--- src/pmw_pkg.sv ---
// Package with constants, types and register map of the power mode, wake-up and watchdog block
// Function
// [RULE1] Slow RC runs in sleep unless configured off
// [RULE2] Crystal runs regardless of low-power select
// [RULE3] Slow select only valid in RC+crystal config
// [RULE4] Crystal always runs in RC+crystal config
// [RULE5] Halt stops fast clock, independent of select
// [RULE6] Sleep halts execution, keeps state unchanged
// [RULE7] Sleep clears watchdog; stops on system clock
// [RULE8] Halt sets power-down, clears expired flag
// [RULE9] Wake on reset, port fall, interrupt, overflow
// [RULE10] Reset wake full; watchdog wake sets expired
// [RULE11] Power-down flag cleared by power-up, clear
// [RULE12] Masked port A falling edges wake device
// [RULE13] Disabled interrupt wake resumes, stays pending
// [RULE14] Pending request before sleep blocks its wake
// [RULE15] Wake delays: reset plus 128, else 2/128
// [RULE16] Overflow resets; disabled watchdog ignores instructions
// [RULE17] Watchdog off only when config off and key 1010
// [RULE18] Enable key powers up as 1010
// [RULE19] Watchdog clock: crystal, system/4, or slow RC
// [RULE20] Scale bits 2:0 select prescale, all ones max
// [RULE21] Low-power select resets to quick start
// [RULE22] Period 2^8 to 2^15 clocks, resets 111
// [RULE23] Glitch-free switch between fast and slow clocks
package pmw_pkg;

  // ------------------------------------------------------------------
  // Register map (byte addresses)
  // ------------------------------------------------------------------
  localparam logic [11:0] ADDR_CLOCK_CTRL = 12'h000; // Clock control register
  localparam logic [11:0] ADDR_WDT_CTRL = 12'h004; // Watchdog control register
  localparam logic [11:0] ADDR_WDT_SCALE = 12'h008; // Watchdog scale register
  localparam logic [11:0] ADDR_WAKE_MASK = 12'h00c; // Port A wake mask
  localparam logic [11:0] ADDR_STATUS = 12'h010; // Status flags and mode
  localparam logic [11:0] ADDR_COMMAND = 12'h014; // Instruction strobes

  // ------------------------------------------------------------------
  // Field positions and reset values
  // ------------------------------------------------------------------
  localparam int CC_LOWPWR_BIT = 0; // Crystal low-power select
  localparam int CC_SLOW_BIT = 1; // Slow clock select
  localparam int CMD_HALT_BIT = 0; // Halt instruction
  localparam int CMD_CLRWDT_BIT = 1; // Watchdog clear instruction
  localparam int ST_PDF_BIT = 0; // Power-down flag
  localparam int ST_TO_BIT = 1; // Watchdog expired flag
  localparam logic [3:0] KEY_DISABLE = 4'ha; // Key value that keeps watchdog off
  localparam logic [3:0] KEY_ENABLE = 4'h5; // Recommended enable key
  localparam logic [2:0] TSEL_RESET = 3'h7; // Time-out select reset value
  localparam logic [7:0] WAKE_MASK_RESET = 8'h00; // No pin wakes after reset
  localparam int WDT_BASE_LOG = 8; // Shortest period is 2^8 watchdog clocks

  // ------------------------------------------------------------------
  // Timing
  // ------------------------------------------------------------------
  localparam int CLK_PERIOD_NS = 10; // System clock period
  localparam int RESET_DELAY_MS = 50; // Typical reset delay
  localparam int RESET_DELAY_CYC = RESET_DELAY_MS * 1000000 / CLK_PERIOD_NS;
  localparam logic [7:0] SHORT_STARTUP_CYC = 8'h02; // Startup with RC oscillators
  localparam logic [7:0] LONG_STARTUP_CYC = 8'h80; // Startup with crystal
  localparam logic [1:0] SYNC_DIV4 = 2'h3; // Divide-by-4 terminal count

  // ------------------------------------------------------------------
  // Configuration encodings
  // ------------------------------------------------------------------
  typedef enum logic [2:0] {
    PMW_OSC_HXT = 3'h0, PMW_OSC_ERC = 3'h1, PMW_OSC_FAST_INTERNAL_OSC = 3'h2, PMW_OSC_FAST_INTERNAL_OSC_LXT = 3'h3
  } pmw_osc_cfg_t;

  typedef enum logic [1:0] {
    PMW_WCK_LXT = 2'h0, PMW_WCK_SYS4 = 2'h1, PMW_WCK_SLOW_INTERNAL_OSC = 2'h2
  } pmw_wdt_clk_t;

  // Configuration options bundled together
  typedef struct packed {
    logic [2:0] osc; // Oscillator configuration
    logic [1:0] wdt_clk; // Watchdog clock source
    logic wdt_on; // Watchdog enabled by configuration
    logic slow_internal_osc_on; // Slow RC enabled by configuration
  } pmw_cfg_t;

  // Oscillator enables and clock selection presented to the analog side
  typedef struct packed {
    logic fast_osc_en; // Fast oscillator enable
    logic slow_crystal_en; // Slow crystal enable
    logic slow_rc_en; // Slow RC enable
    logic crystal_low_power; // Crystal low-power mode
    logic sys_clk_slow; // System clock from slow crystal
  } pmw_osc_ctl_t;

  // States of the mode sequencer, one-hot
  typedef enum logic [3:0] {
    PMW_ST_RUN = 4'h1, PMW_ST_SLEEP = 4'h2, PMW_ST_RESET_DLY = 4'h4, PMW_ST_START_DLY = 4'h8
  } pmw_state_t;

endpackage

--- src/pmw_top.sv ---
// Power mode controller with wake-up logic and watchdog
`timescale 1ns/100ps
module pmw_top #(
  parameter int RESET_DELAY_CYCLES = pmw_pkg::RESET_DELAY_CYC
) (
  input wire logic pclk,
  input wire logic presetn,
  input wire logic psel,
  input wire logic penable,
  input wire logic pwrite,
  input wire logic [11:0] paddr,
  input wire logic [31:0] pwdata,
  output logic [31:0] prdata,
  output logic pready,
  output logic pslverr,
  input wire pmw_pkg::pmw_cfg_t cfg,
  input wire logic ext_reset_n,
  input wire logic [7:0] port_a_pins,
  input wire logic slow_tick,
  input wire logic int_request,
  input wire logic int_enabled,
  input wire logic stack_full,
  input wire logic int_pending_before,
  output pmw_pkg::pmw_osc_ctl_t osc_ctl,
  output logic core_run,
  output logic core_hold,
  output logic full_reset,
  output logic pc_sp_reset,
  output logic int_service
);

  // ------------------------------------------------------------------
  // Helper functions
  // ------------------------------------------------------------------
  // True when the oscillator option is fast RC plus slow crystal
  function automatic logic is_rc_xtal(input logic [2:0] osc);
    is_rc_xtal = (osc == pmw_pkg::PMW_OSC_FAST_INTERNAL_OSC_LXT);
  endfunction

  // True when the oscillator option is external RC or fast internal RC alone
  function automatic logic is_rc(input logic [2:0] osc);
    is_rc = (osc == pmw_pkg::PMW_OSC_ERC) || (osc == pmw_pkg::PMW_OSC_FAST_INTERNAL_OSC);
  endfunction

  // ------------------------------------------------------------------
  // Input synchronisers
  // ------------------------------------------------------------------
  logic [7:0] pa_s1_r, pa_s2_r, pa_prev_r; // Port A sync and history
  logic [2:0] rst_s_r; // External reset sync and history
  logic [2:0] tick_s_r; // Slow clock tick sync and history

  // Two flops on every pin, a third stage for edge detection
  always_ff @(posedge pclk or negedge presetn) begin
    if (!presetn) begin
      pa_s1_r <= 8'hff;
      pa_s2_r <= 8'hff;
      pa_prev_r <= 8'hff;
      rst_s_r <= 3'h7;
      tick_s_r <= 3'h0;
    end else begin
      pa_s1_r <= port_a_pins;
      pa_s2_r <= pa_s1_r;
      pa_prev_r <= pa_s2_r;
      rst_s_r <= {rst_s_r[1:0], ext_reset_n};
      tick_s_r <= {tick_s_r[1:0], slow_tick};
    end
  end

  logic ext_rst_lvl; // Synchronised external reset, active high
  logic slow_edge; // One pulse per slow oscillator cycle
  assign ext_rst_lvl = !rst_s_r[1];
  assign slow_edge = tick_s_r[1] && !tick_s_r[2];

  // ------------------------------------------------------------------
  // Registers
  // ------------------------------------------------------------------
  logic lowpwr_r; // Crystal low-power select
  logic slow_sel_r; // Slow clock select
  logic [3:0] key_r; // Watchdog enable key
  logic [2:0] tsel_r; // Time-out select
  logic [7:0] wake_mask_r; // Port A wake mask
  logic pdf_r; // Power-down flag
  logic to_r; // Watchdog expired flag
  pmw_pkg::pmw_state_t state_r; // Mode sequencer state

  logic wr_en, rd_en; // Access phase strobes
  assign wr_en = psel && penable && pwrite;
  assign rd_en = psel && penable && !pwrite;

  logic halt_cmd, clr_cmd; // Instruction strobes
  logic wdt_active; // Watchdog function on
  assign halt_cmd = wr_en && (paddr == pmw_pkg::ADDR_COMMAND) && pwdata[pmw_pkg::CMD_HALT_BIT]
                    && (state_r == pmw_pkg::PMW_ST_RUN);
  // Clear is a no-op when the watchdog is off [RULE16]
  assign clr_cmd = wr_en && (paddr == pmw_pkg::ADDR_COMMAND) && pwdata[pmw_pkg::CMD_CLRWDT_BIT]
                   && wdt_active;
  // On by configuration, or by any key other than the disable value [RULE17]
  assign wdt_active = cfg.wdt_on || (key_r != pmw_pkg::KEY_DISABLE);

  // Control register writes
  always_ff @(posedge pclk or negedge presetn) begin
    if (!presetn) begin
      lowpwr_r <= 1'b0; // Quick start after power-on [RULE21]
      slow_sel_r <= 1'b0;
      key_r <= pmw_pkg::KEY_DISABLE; // [RULE18]
      tsel_r <= pmw_pkg::TSEL_RESET; // [RULE22]
      wake_mask_r <= pmw_pkg::WAKE_MASK_RESET;
    end else if (wr_en) begin
      case (paddr)
        pmw_pkg::ADDR_CLOCK_CTRL: begin
          lowpwr_r <= pwdata[pmw_pkg::CC_LOWPWR_BIT];
          slow_sel_r <= pwdata[pmw_pkg::CC_SLOW_BIT];
        end
        pmw_pkg::ADDR_WDT_CTRL: key_r <= pwdata[3:0];
        pmw_pkg::ADDR_WDT_SCALE: tsel_r <= pwdata[2:0]; // [RULE20]
        pmw_pkg::ADDR_WAKE_MASK: wake_mask_r <= pwdata[7:0];
        default: ;
      endcase
    end
  end

  // APB answer: zero wait, error on unmapped address
  always_ff @(posedge pclk or negedge presetn) begin
    if (!presetn) begin
      prdata <= 32'h0;
      pready <= 1'b0;
      pslverr <= 1'b0;
    end else begin
      pready <= psel && !penable;
      pslverr <= 1'b0;
      prdata <= 32'h0;
      if (psel && !penable) begin
        case (paddr)
          pmw_pkg::ADDR_CLOCK_CTRL: prdata <= {30'h0, slow_sel_r, lowpwr_r};
          pmw_pkg::ADDR_WDT_CTRL: prdata <= {28'h0, key_r};
          pmw_pkg::ADDR_WDT_SCALE: prdata <= {29'h0, tsel_r};
          pmw_pkg::ADDR_WAKE_MASK: prdata <= {24'h0, wake_mask_r};
          pmw_pkg::ADDR_STATUS: prdata <= {24'h0, state_r, 2'h0, to_r, pdf_r};
          pmw_pkg::ADDR_COMMAND: prdata <= 32'h0;
          default: pslverr <= 1'b1;
        endcase
      end
    end
  end

  logic unused_rd; // Reads carry no side effect
  assign unused_rd = rd_en;

  // ------------------------------------------------------------------
  // Watchdog
  // ------------------------------------------------------------------
  logic [1:0] div4_r; // System clock divide by four
  logic [14:0] wdt_cnt_r; // Watchdog counter
  logic wdt_tick, wdt_ovf; // Count enable and overflow
  logic sleeping; // Sleep state
  assign sleeping = (state_r == pmw_pkg::PMW_ST_SLEEP);

  always_ff @(posedge pclk or negedge presetn) begin
    if (!presetn) div4_r <= 2'h0;
    else div4_r <= div4_r + 2'h1;
  end

  // Source select; the divided system clock stops in sleep [RULE19] [RULE7]
  always_comb begin
    case (cfg.wdt_clk)
      pmw_pkg::PMW_WCK_SYS4: wdt_tick = (div4_r == pmw_pkg::SYNC_DIV4) && !sleeping;
      pmw_pkg::PMW_WCK_SLOW_INTERNAL_OSC: wdt_tick = slow_edge && cfg.slow_internal_osc_on;
      default: wdt_tick = slow_edge && is_rc_xtal(cfg.osc);
    endcase
  end

  // Period 2^(8+sel) ticks [RULE22]
  assign wdt_ovf = wdt_tick && (wdt_cnt_r == 15'((32'h1 << (pmw_pkg::WDT_BASE_LOG + 32'(tsel_r))) - 32'h1));

  // Counter cleared on halt, clear instruction, reset or overflow [RULE7]
  always_ff @(posedge pclk or negedge presetn) begin
    if (!presetn) wdt_cnt_r <= 15'h0;
    else if (halt_cmd || clr_cmd || !wdt_active || ext_rst_lvl || wdt_ovf) wdt_cnt_r <= 15'h0;
    else if (wdt_tick) wdt_cnt_r <= wdt_cnt_r + 15'h1;
  end

  // ------------------------------------------------------------------
  // Wake detection
  // ------------------------------------------------------------------
  logic port_wake, int_wake; // Wake sources
  // Falling edge on an enabled pin [RULE12]
  assign port_wake = |(pa_prev_r & ~pa_s2_r & wake_mask_r);
  // Requests pending before sleep never wake [RULE14]
  assign int_wake = int_request && !int_pending_before;

  logic [24:0] dly_r; // Startup delay counter
  logic int_woke_r; // Wake came from an interrupt

  // Mode sequencer [RULE9] [RULE15]
  always_ff @(posedge pclk or negedge presetn) begin
    if (!presetn) begin
      state_r <= pmw_pkg::PMW_ST_RESET_DLY;
      dly_r <= 25'h0;
      int_woke_r <= 1'b0;
    end else begin
      case (state_r)
        pmw_pkg::PMW_ST_RUN: begin
          if (ext_rst_lvl || wdt_ovf) begin
            state_r <= pmw_pkg::PMW_ST_RESET_DLY;
            dly_r <= 25'h0;
          end else if (halt_cmd) begin
            state_r <= pmw_pkg::PMW_ST_SLEEP; // [RULE5] [RULE6]
          end
        end
        pmw_pkg::PMW_ST_SLEEP: begin
          dly_r <= 25'h0;
          if (ext_rst_lvl) begin
            state_r <= pmw_pkg::PMW_ST_RESET_DLY;
          end else if (wdt_ovf || port_wake || int_wake) begin
            state_r <= pmw_pkg::PMW_ST_START_DLY;
            int_woke_r <= int_wake && !wdt_ovf;
          end
        end
        pmw_pkg::PMW_ST_RESET_DLY: begin
          // Reset delay, then long startup [RULE15]
          if (ext_rst_lvl) dly_r <= 25'h0;
          else if (dly_r == 25'(RESET_DELAY_CYCLES + 32'(pmw_pkg::LONG_STARTUP_CYC) - 1)) begin
            state_r <= pmw_pkg::PMW_ST_RUN;
            int_woke_r <= 1'b0;
          end else dly_r <= dly_r + 25'h1;
        end
        pmw_pkg::PMW_ST_START_DLY: begin
          if (ext_rst_lvl) begin
            state_r <= pmw_pkg::PMW_ST_RESET_DLY;
            dly_r <= 25'h0;
          end else if (dly_r == 25'((is_rc(cfg.osc) ? pmw_pkg::SHORT_STARTUP_CYC
                                                    : pmw_pkg::LONG_STARTUP_CYC) - 8'h1)) begin
            state_r <= pmw_pkg::PMW_ST_RUN;
          end else dly_r <= dly_r + 25'h1;
        end
        default: state_r <= pmw_pkg::PMW_ST_RESET_DLY;
      endcase
    end
  end

  // ------------------------------------------------------------------
  // Status flags
  // ------------------------------------------------------------------
  // Power-up clears both; halt sets power-down and clears expired [RULE8] [RULE11]
  always_ff @(posedge pclk or negedge presetn) begin
    if (!presetn) begin
      pdf_r <= 1'b0;
      to_r <= 1'b0;
    end else if (halt_cmd) begin
      pdf_r <= 1'b1;
      to_r <= 1'b0;
    end else if (wdt_ovf) begin
      to_r <= 1'b1; // [RULE10]
    end else if (clr_cmd) begin
      pdf_r <= 1'b0;
      to_r <= 1'b0;
    end else if (ext_rst_lvl) begin
      pdf_r <= 1'b0;
      to_r <= 1'b0;
    end
  end

  // ------------------------------------------------------------------
  // Outputs to core and oscillators
  // ------------------------------------------------------------------
  logic slow_req; // Slow clock requested and legal [RULE3]
  assign slow_req = slow_sel_r && is_rc_xtal(cfg.osc);

  // Core control pulses and levels
  always_ff @(posedge pclk or negedge presetn) begin
    if (!presetn) begin
      core_run <= 1'b0;
      core_hold <= 1'b0;
      full_reset <= 1'b1;
      pc_sp_reset <= 1'b0;
      int_service <= 1'b0;
    end else begin
      core_run <= (state_r == pmw_pkg::PMW_ST_RUN) && !halt_cmd;
      core_hold <= sleeping || halt_cmd; // [RULE6]
      full_reset <= (state_r == pmw_pkg::PMW_ST_RESET_DLY) || ext_rst_lvl; // [RULE10]
      // Watchdog reset: overflow in sleep resets PC and stack only [RULE10] [RULE16]
      pc_sp_reset <= wdt_ovf && (state_r == pmw_pkg::PMW_ST_RUN || sleeping);
      // Service only if enabled and stack free, else stays pending [RULE13]
      int_service <= (state_r == pmw_pkg::PMW_ST_START_DLY) && int_woke_r && int_enabled
                     && !stack_full && (dly_r == 25'h0);
    end
  end

  // Oscillator control; clock change only at a divide-by-4 boundary on a slow edge [RULE23]
  always_ff @(posedge pclk or negedge presetn) begin
    if (!presetn) begin
      osc_ctl <= '0;
    end else begin
      // Fast oscillator stops in sleep whatever slow select says [RULE5]
      osc_ctl.fast_osc_en <= !sleeping && !halt_cmd && !(slow_req && osc_ctl.sys_clk_slow);
      // Crystal runs always in RC+crystal config [RULE4] [RULE2]
      osc_ctl.slow_crystal_en <= is_rc_xtal(cfg.osc);
      osc_ctl.slow_rc_en <= cfg.slow_internal_osc_on; // [RULE1]
      osc_ctl.crystal_low_power <= lowpwr_r; // [RULE2]
      // Switch source at a divide boundary so no short pulse reaches the core [RULE23]
      if (div4_r == pmw_pkg::SYNC_DIV4 && slow_edge) osc_ctl.sys_clk_slow <= slow_req;
    end
  end

endmodule

--- config.mk ---
export PLATFORM = sky130hd
export DESIGN_NAME = pmw_top
export DESIGN_NICKNAME = d
export VERILOG_FILES = /design/src/pmw_pkg.sv /design/src/pmw_top.sv
export SDC_FILE = /design/constraint.sdc
export NUM_CORES = 1
export LEC_CHECK = 0
export BUFFER_PORTS_ARGS = -buffer_cell sky130_fd_sc_hd__buf_2
export CAP_MARGIN = 0
export CORE_ASPECT_RATIO = 1.2
export CORE_MARGIN = 8
export CORE_UTILIZATION = 47
export DETAILED_ROUTE_END_ITERATION = 7
export GPL_TIMING_DRIVEN = 0
export PLACE_DENSITY = 0.75
export SYNTH_ARGS = -nofsm -noshare
export SYNTH_HDL_FRONTEND = slang
export SYNTH_SLANG_ARGS = --single-unit
--- constraint.sdc ---
create_clock -name pclk -period 1.95 [get_ports pclk]
set_input_delay 0.195 -clock pclk [delete_from_list [all_inputs] [get_ports pclk]]
set_output_delay 0.195 -clock pclk [all_outputs]
set_load 0.01 [all_outputs]
==> impl_metrics.csv <==
group,metric,value,unit
run_status,status,"finished, violations left",
run_status,violations,"negative setup slack",
synthesis,synth-seq-area-share,51.9,%
route,drt_iter0_drc,392,
critical_path,crit_path_end_kind,"flip-flop",
critical_path,crit_path_start_kind,"flip-flop",
floorplan,rows,44,
synthesis,synth_cell_type_count,70,
route,detail_route.wl_per_cell,17.3,microns
timing,period_share,113,%
critical_path,r2r_end,"wdt_cnt_r[4]",
timing,finalWorstSetupSlack,-256,ps
cells_and_area,final-seq-area,2930,sq um
pwr,power_frac_comb,5.5,%
timing,finalMaxSlewViolations,0,
global_route,grt_max_degree,75,
clock_tree,numClockSinks,115,
critical_path,worst-r2r-cell-count,9,
synthesis,synth-seq-cells,115,
clock_tree,cts_tree,"built",
route,first_pass_iters,5,
critical_path,path_class,"flip-flop to flip-flop",
timing,setup_viol,47,
cells_and_area,drive_gt1_share,39.6,%
route,wl,14600,microns
placement,dp_hpwl,9710,microns
timing,grt_setup_unrepaired,"yes",
route,antenna_left,0,
pwr,swShare,22.4,%
clock_tree,clk_pin_slew_worst_paths,60,ps
floorplan,die_w,116,microns
floorplan,fp.dieH,136,microns
global_route,antenna_found_initial,0,
pwr,cellPowerDensity,783,nW/um^2
critical_path,endpoint,"wdt_cnt_r[4]",
cells_and_area,fillCellCount,947,
floorplan,initial_core_util,47.3,%
floorplan,fp.coreArea,11900,sq um
pwr,power.switching,1.31,mW
placement,portBuffers,64,
synthesis,synthArstFlopShare,100,%
global_route,grt_pass1_vias,4811,
pwr,irDropWorstVdd,0.000692,V
route,drc_errors,0,
global_route,grt.overflow.total,0,
timing,finalHoldViolations,0,
timing,finClkSkew,7.63,ps
placement,gp_congestion,0.881,
clock_tree,cts-root-buf,"clkbuf_16",
global_route,grt_pass1_wl,23300,microns
pwr,leakagePower,3.51,nW
floorplan,die_area,15700,sq um
route,viasPerCell,5.56,
timing,fmax,453,MHz
cells_and_area,fin_util,62.8,%
clock_tree,cts_max_path_buffers,2,
cells_and_area,fin_nets,746,
synthesis,synthesis.instances,524,
critical_path,path_max_fanout,7,
critical_path,reg2reg_from,"state_r[3]",
clock_tree,clock_latency,420,ps
pwr,p_seq_share,42.3,%
critical_path,cp_data_required_time,2300,ps
cells_and_area,area_delta_synth_final,32.8,%
critical_path,crit_arrival,2550,ps
min_path,worstHoldStart,"pwdata[7]",
pwr,p_int,4.54,mW
global_route,grt_use_total,19.0,%
timing,tightest_slew,639,ps
min_path,worst_hold_path_type,"input port to flip-flop",
timing,min_period,2210,ps
flow_run,maxCapViolCount,0,
timing,relSlewSlack,57.0,%
critical_path,crit_path_start,"state_r[3]",
timing,fin_hold_ws,14.3,ps
synthesis,avgSynthCellArea,10.7,sq um
clock_tree,htree_levels,4,
critical_path,timing.reg2reg.setup_slack,-260,ps
route,vias,4701,
cells_and_area,antenna_cells,0,
synthesis,ys_warn_count,0,
cells_and_area,multi_input_area,2680,sq um
pwr,power_frac_clock,52.2,%
clock_tree,cts_buffers,17,
synthesis,synth_edf_count,0,
synthesis,synth_flop_cell,"dfrtp_1",
synthesis,synthesis.area,5630,sq um
floorplan,ios,114,
==> registers in the layout, indices dropped and copies added (netlist names), 2 cells and up <==
| signal | flops |
|---|---|
| pa_prev_r | 8 |
| wake_mask_r | 8 |
| pa_s1_r | 8 |
| state_r | 4 |
| tick_s_r | 3 |
| wdt_cnt_r | 15 |
| tsel_r | 3 |
| rst_s_r | 2 |
| osc_ctl | 5 |
| dly_r | 25 |
| key_r | 4 |
| pa_s2_r | 8 |
| prdata | 8 |
| div4_r | 2 |
==> worst min path at each step <==
stage | endpoint | slack, ps | cells after the start
2_1_floorplan | core_hold | -100 | 0
3_3_place_gp | pa_s1_r[4] | 300 | 1
3_5_place_dp | dly_r[16] | 220 | 1
4_1_cts | wake_mask_r[4] | 1 | 2
5_1_grt | wake_mask_r[4] | 8 | 2
6_report | wake_mask_r[7] | 10 | 2
==> stage by stage <==
stage	TNS, ps	cell area (sq um)	std cells	total power [mW]	setup WS [ps]
2_1_floorplan	-3500	5730	547	2.65	-131
3_3_place_gp	-64380	6250	772	2.77	-598
3_5_place_dp	-20300	6280	773	2.79	-449
4_1_cts	-7890	7280	837	5.87	-243
5_1_grt	-12800	7470	846	6.03	-343
6_report	-8890	7470	846	5.85	-256
==> worst max-delay path, stage by stage, from the launching register on <==
cell and delay (ps):
dfrtp_2 460, nor4b_4 470, nor3b_4 90, o221ai_2 250, nor4_4 60, buf_6 140, buf_6 130, nand4b_4 220
buf_12 190, nor2_2 100
==> Yosys cell counts, types with 6 or more instances <==
library cell,number,area [sq um]
nand4_1,13,81.3
nor2_1,49,184
nor3_1,18,90.1
nand2b_1,7,43.8
clkbuf_1,14,52.6
dfstp_2,33,867
o21ai_0,14,70.1
a22oi_1,6,45.0
a221o_1,8,80.1
a21oi_1,9,45.0
and3_1,11,68.8
nand2_1,43,161
nand3_1,18,90.1
buf_4,26,195
a211o_1,12,105
dfrtp_1,82,2050
o211a_1,6,60.1
nand3b_1,8,60.1
mux2_2,17,191
xor2_1,14,123
nor4_1,13,81.3
inv_1,17,63.8
==> cells by family after synthesis <==
logic type / count (synthesis) / synth area share, %
other cells: 1 / 0.0666
flops: 115 / 51.9
fa+ha+maj: 5 / 1.07
mux: 23 / 4.91
compound gates: 86 / 12.2
xor+xnor: 17 / 2.65
simple gates: 217 / 21.3
buf+inv: 60 / 5.91
==> cells in the final DEF (no fill, tap or decap), types with 7 or more instances in the layout <==
master,n
a211o_1,12
a21oi_1,7
a221o_1,8
and3_1,11
buf_2,64
buf_4,49
buf_6,8
clkbuf_1,7
clkbuf_16,17
conb_1,24
dfrtp_1,74
dfrtp_2,8
dfstp_2,33
dlygate4sd3_1,12
inv_1,17
mux2_2,17
nand2_1,40
nand2b_1,7
nand3_1,17
nand3b_1,8
nand4_1,13
nor2_1,36
nor2_2,8
nor3_1,16
nor4_1,9
o21ai_0,9
xor2_1,14
==> final cells by class <==
cell class	instances	share of cell area, %
Timing Repair Buffer	107	9.73
Sequential cell	115	39.2
Tap cell	161	2.70
Inverter	17	0.854
Clock inverter	12	1.76
Buffer	41	3.77
Multi-Input combinational cell	373	35.9
Clock buffer	20	6.11
==> metal layers <==
| metal | vias to the layer above | global-route usage, % | share of wire, % |
|---|---|---|---|
| met2 | 152 | 32.7 | 53 |
| met1 | 2354 | 21.0 | 38 |
| met5 | - | 0 | 0 |
| li1 | 2158 | - | - |
| met4 | 0 | 9.82 | 3.1 |
| met3 | 37 | 5.20 | 5.5 |
==> timing repair <==
item	in CTS	in global routing
setup buffers	20	12
hold buffers	12	0
hold endpoints to repair	49	0
resized for setup	34	44
setup endpoints to repair	48	53
pin swaps	20	11
gates cloned	3	0
==> power by group through the flow <==
stage	Combinational (mW)	Sequential, mW	Clock (mW)
finish	0.320	2.47	3.05
global route	0.355	2.48	3.20
CTS	0.312	2.47	3.09
detailed placement	0.274	2.51	0
global placement	0.261	2.51	0
floorplan	0.138	2.51	0
(Power assumes the default switching activity.)
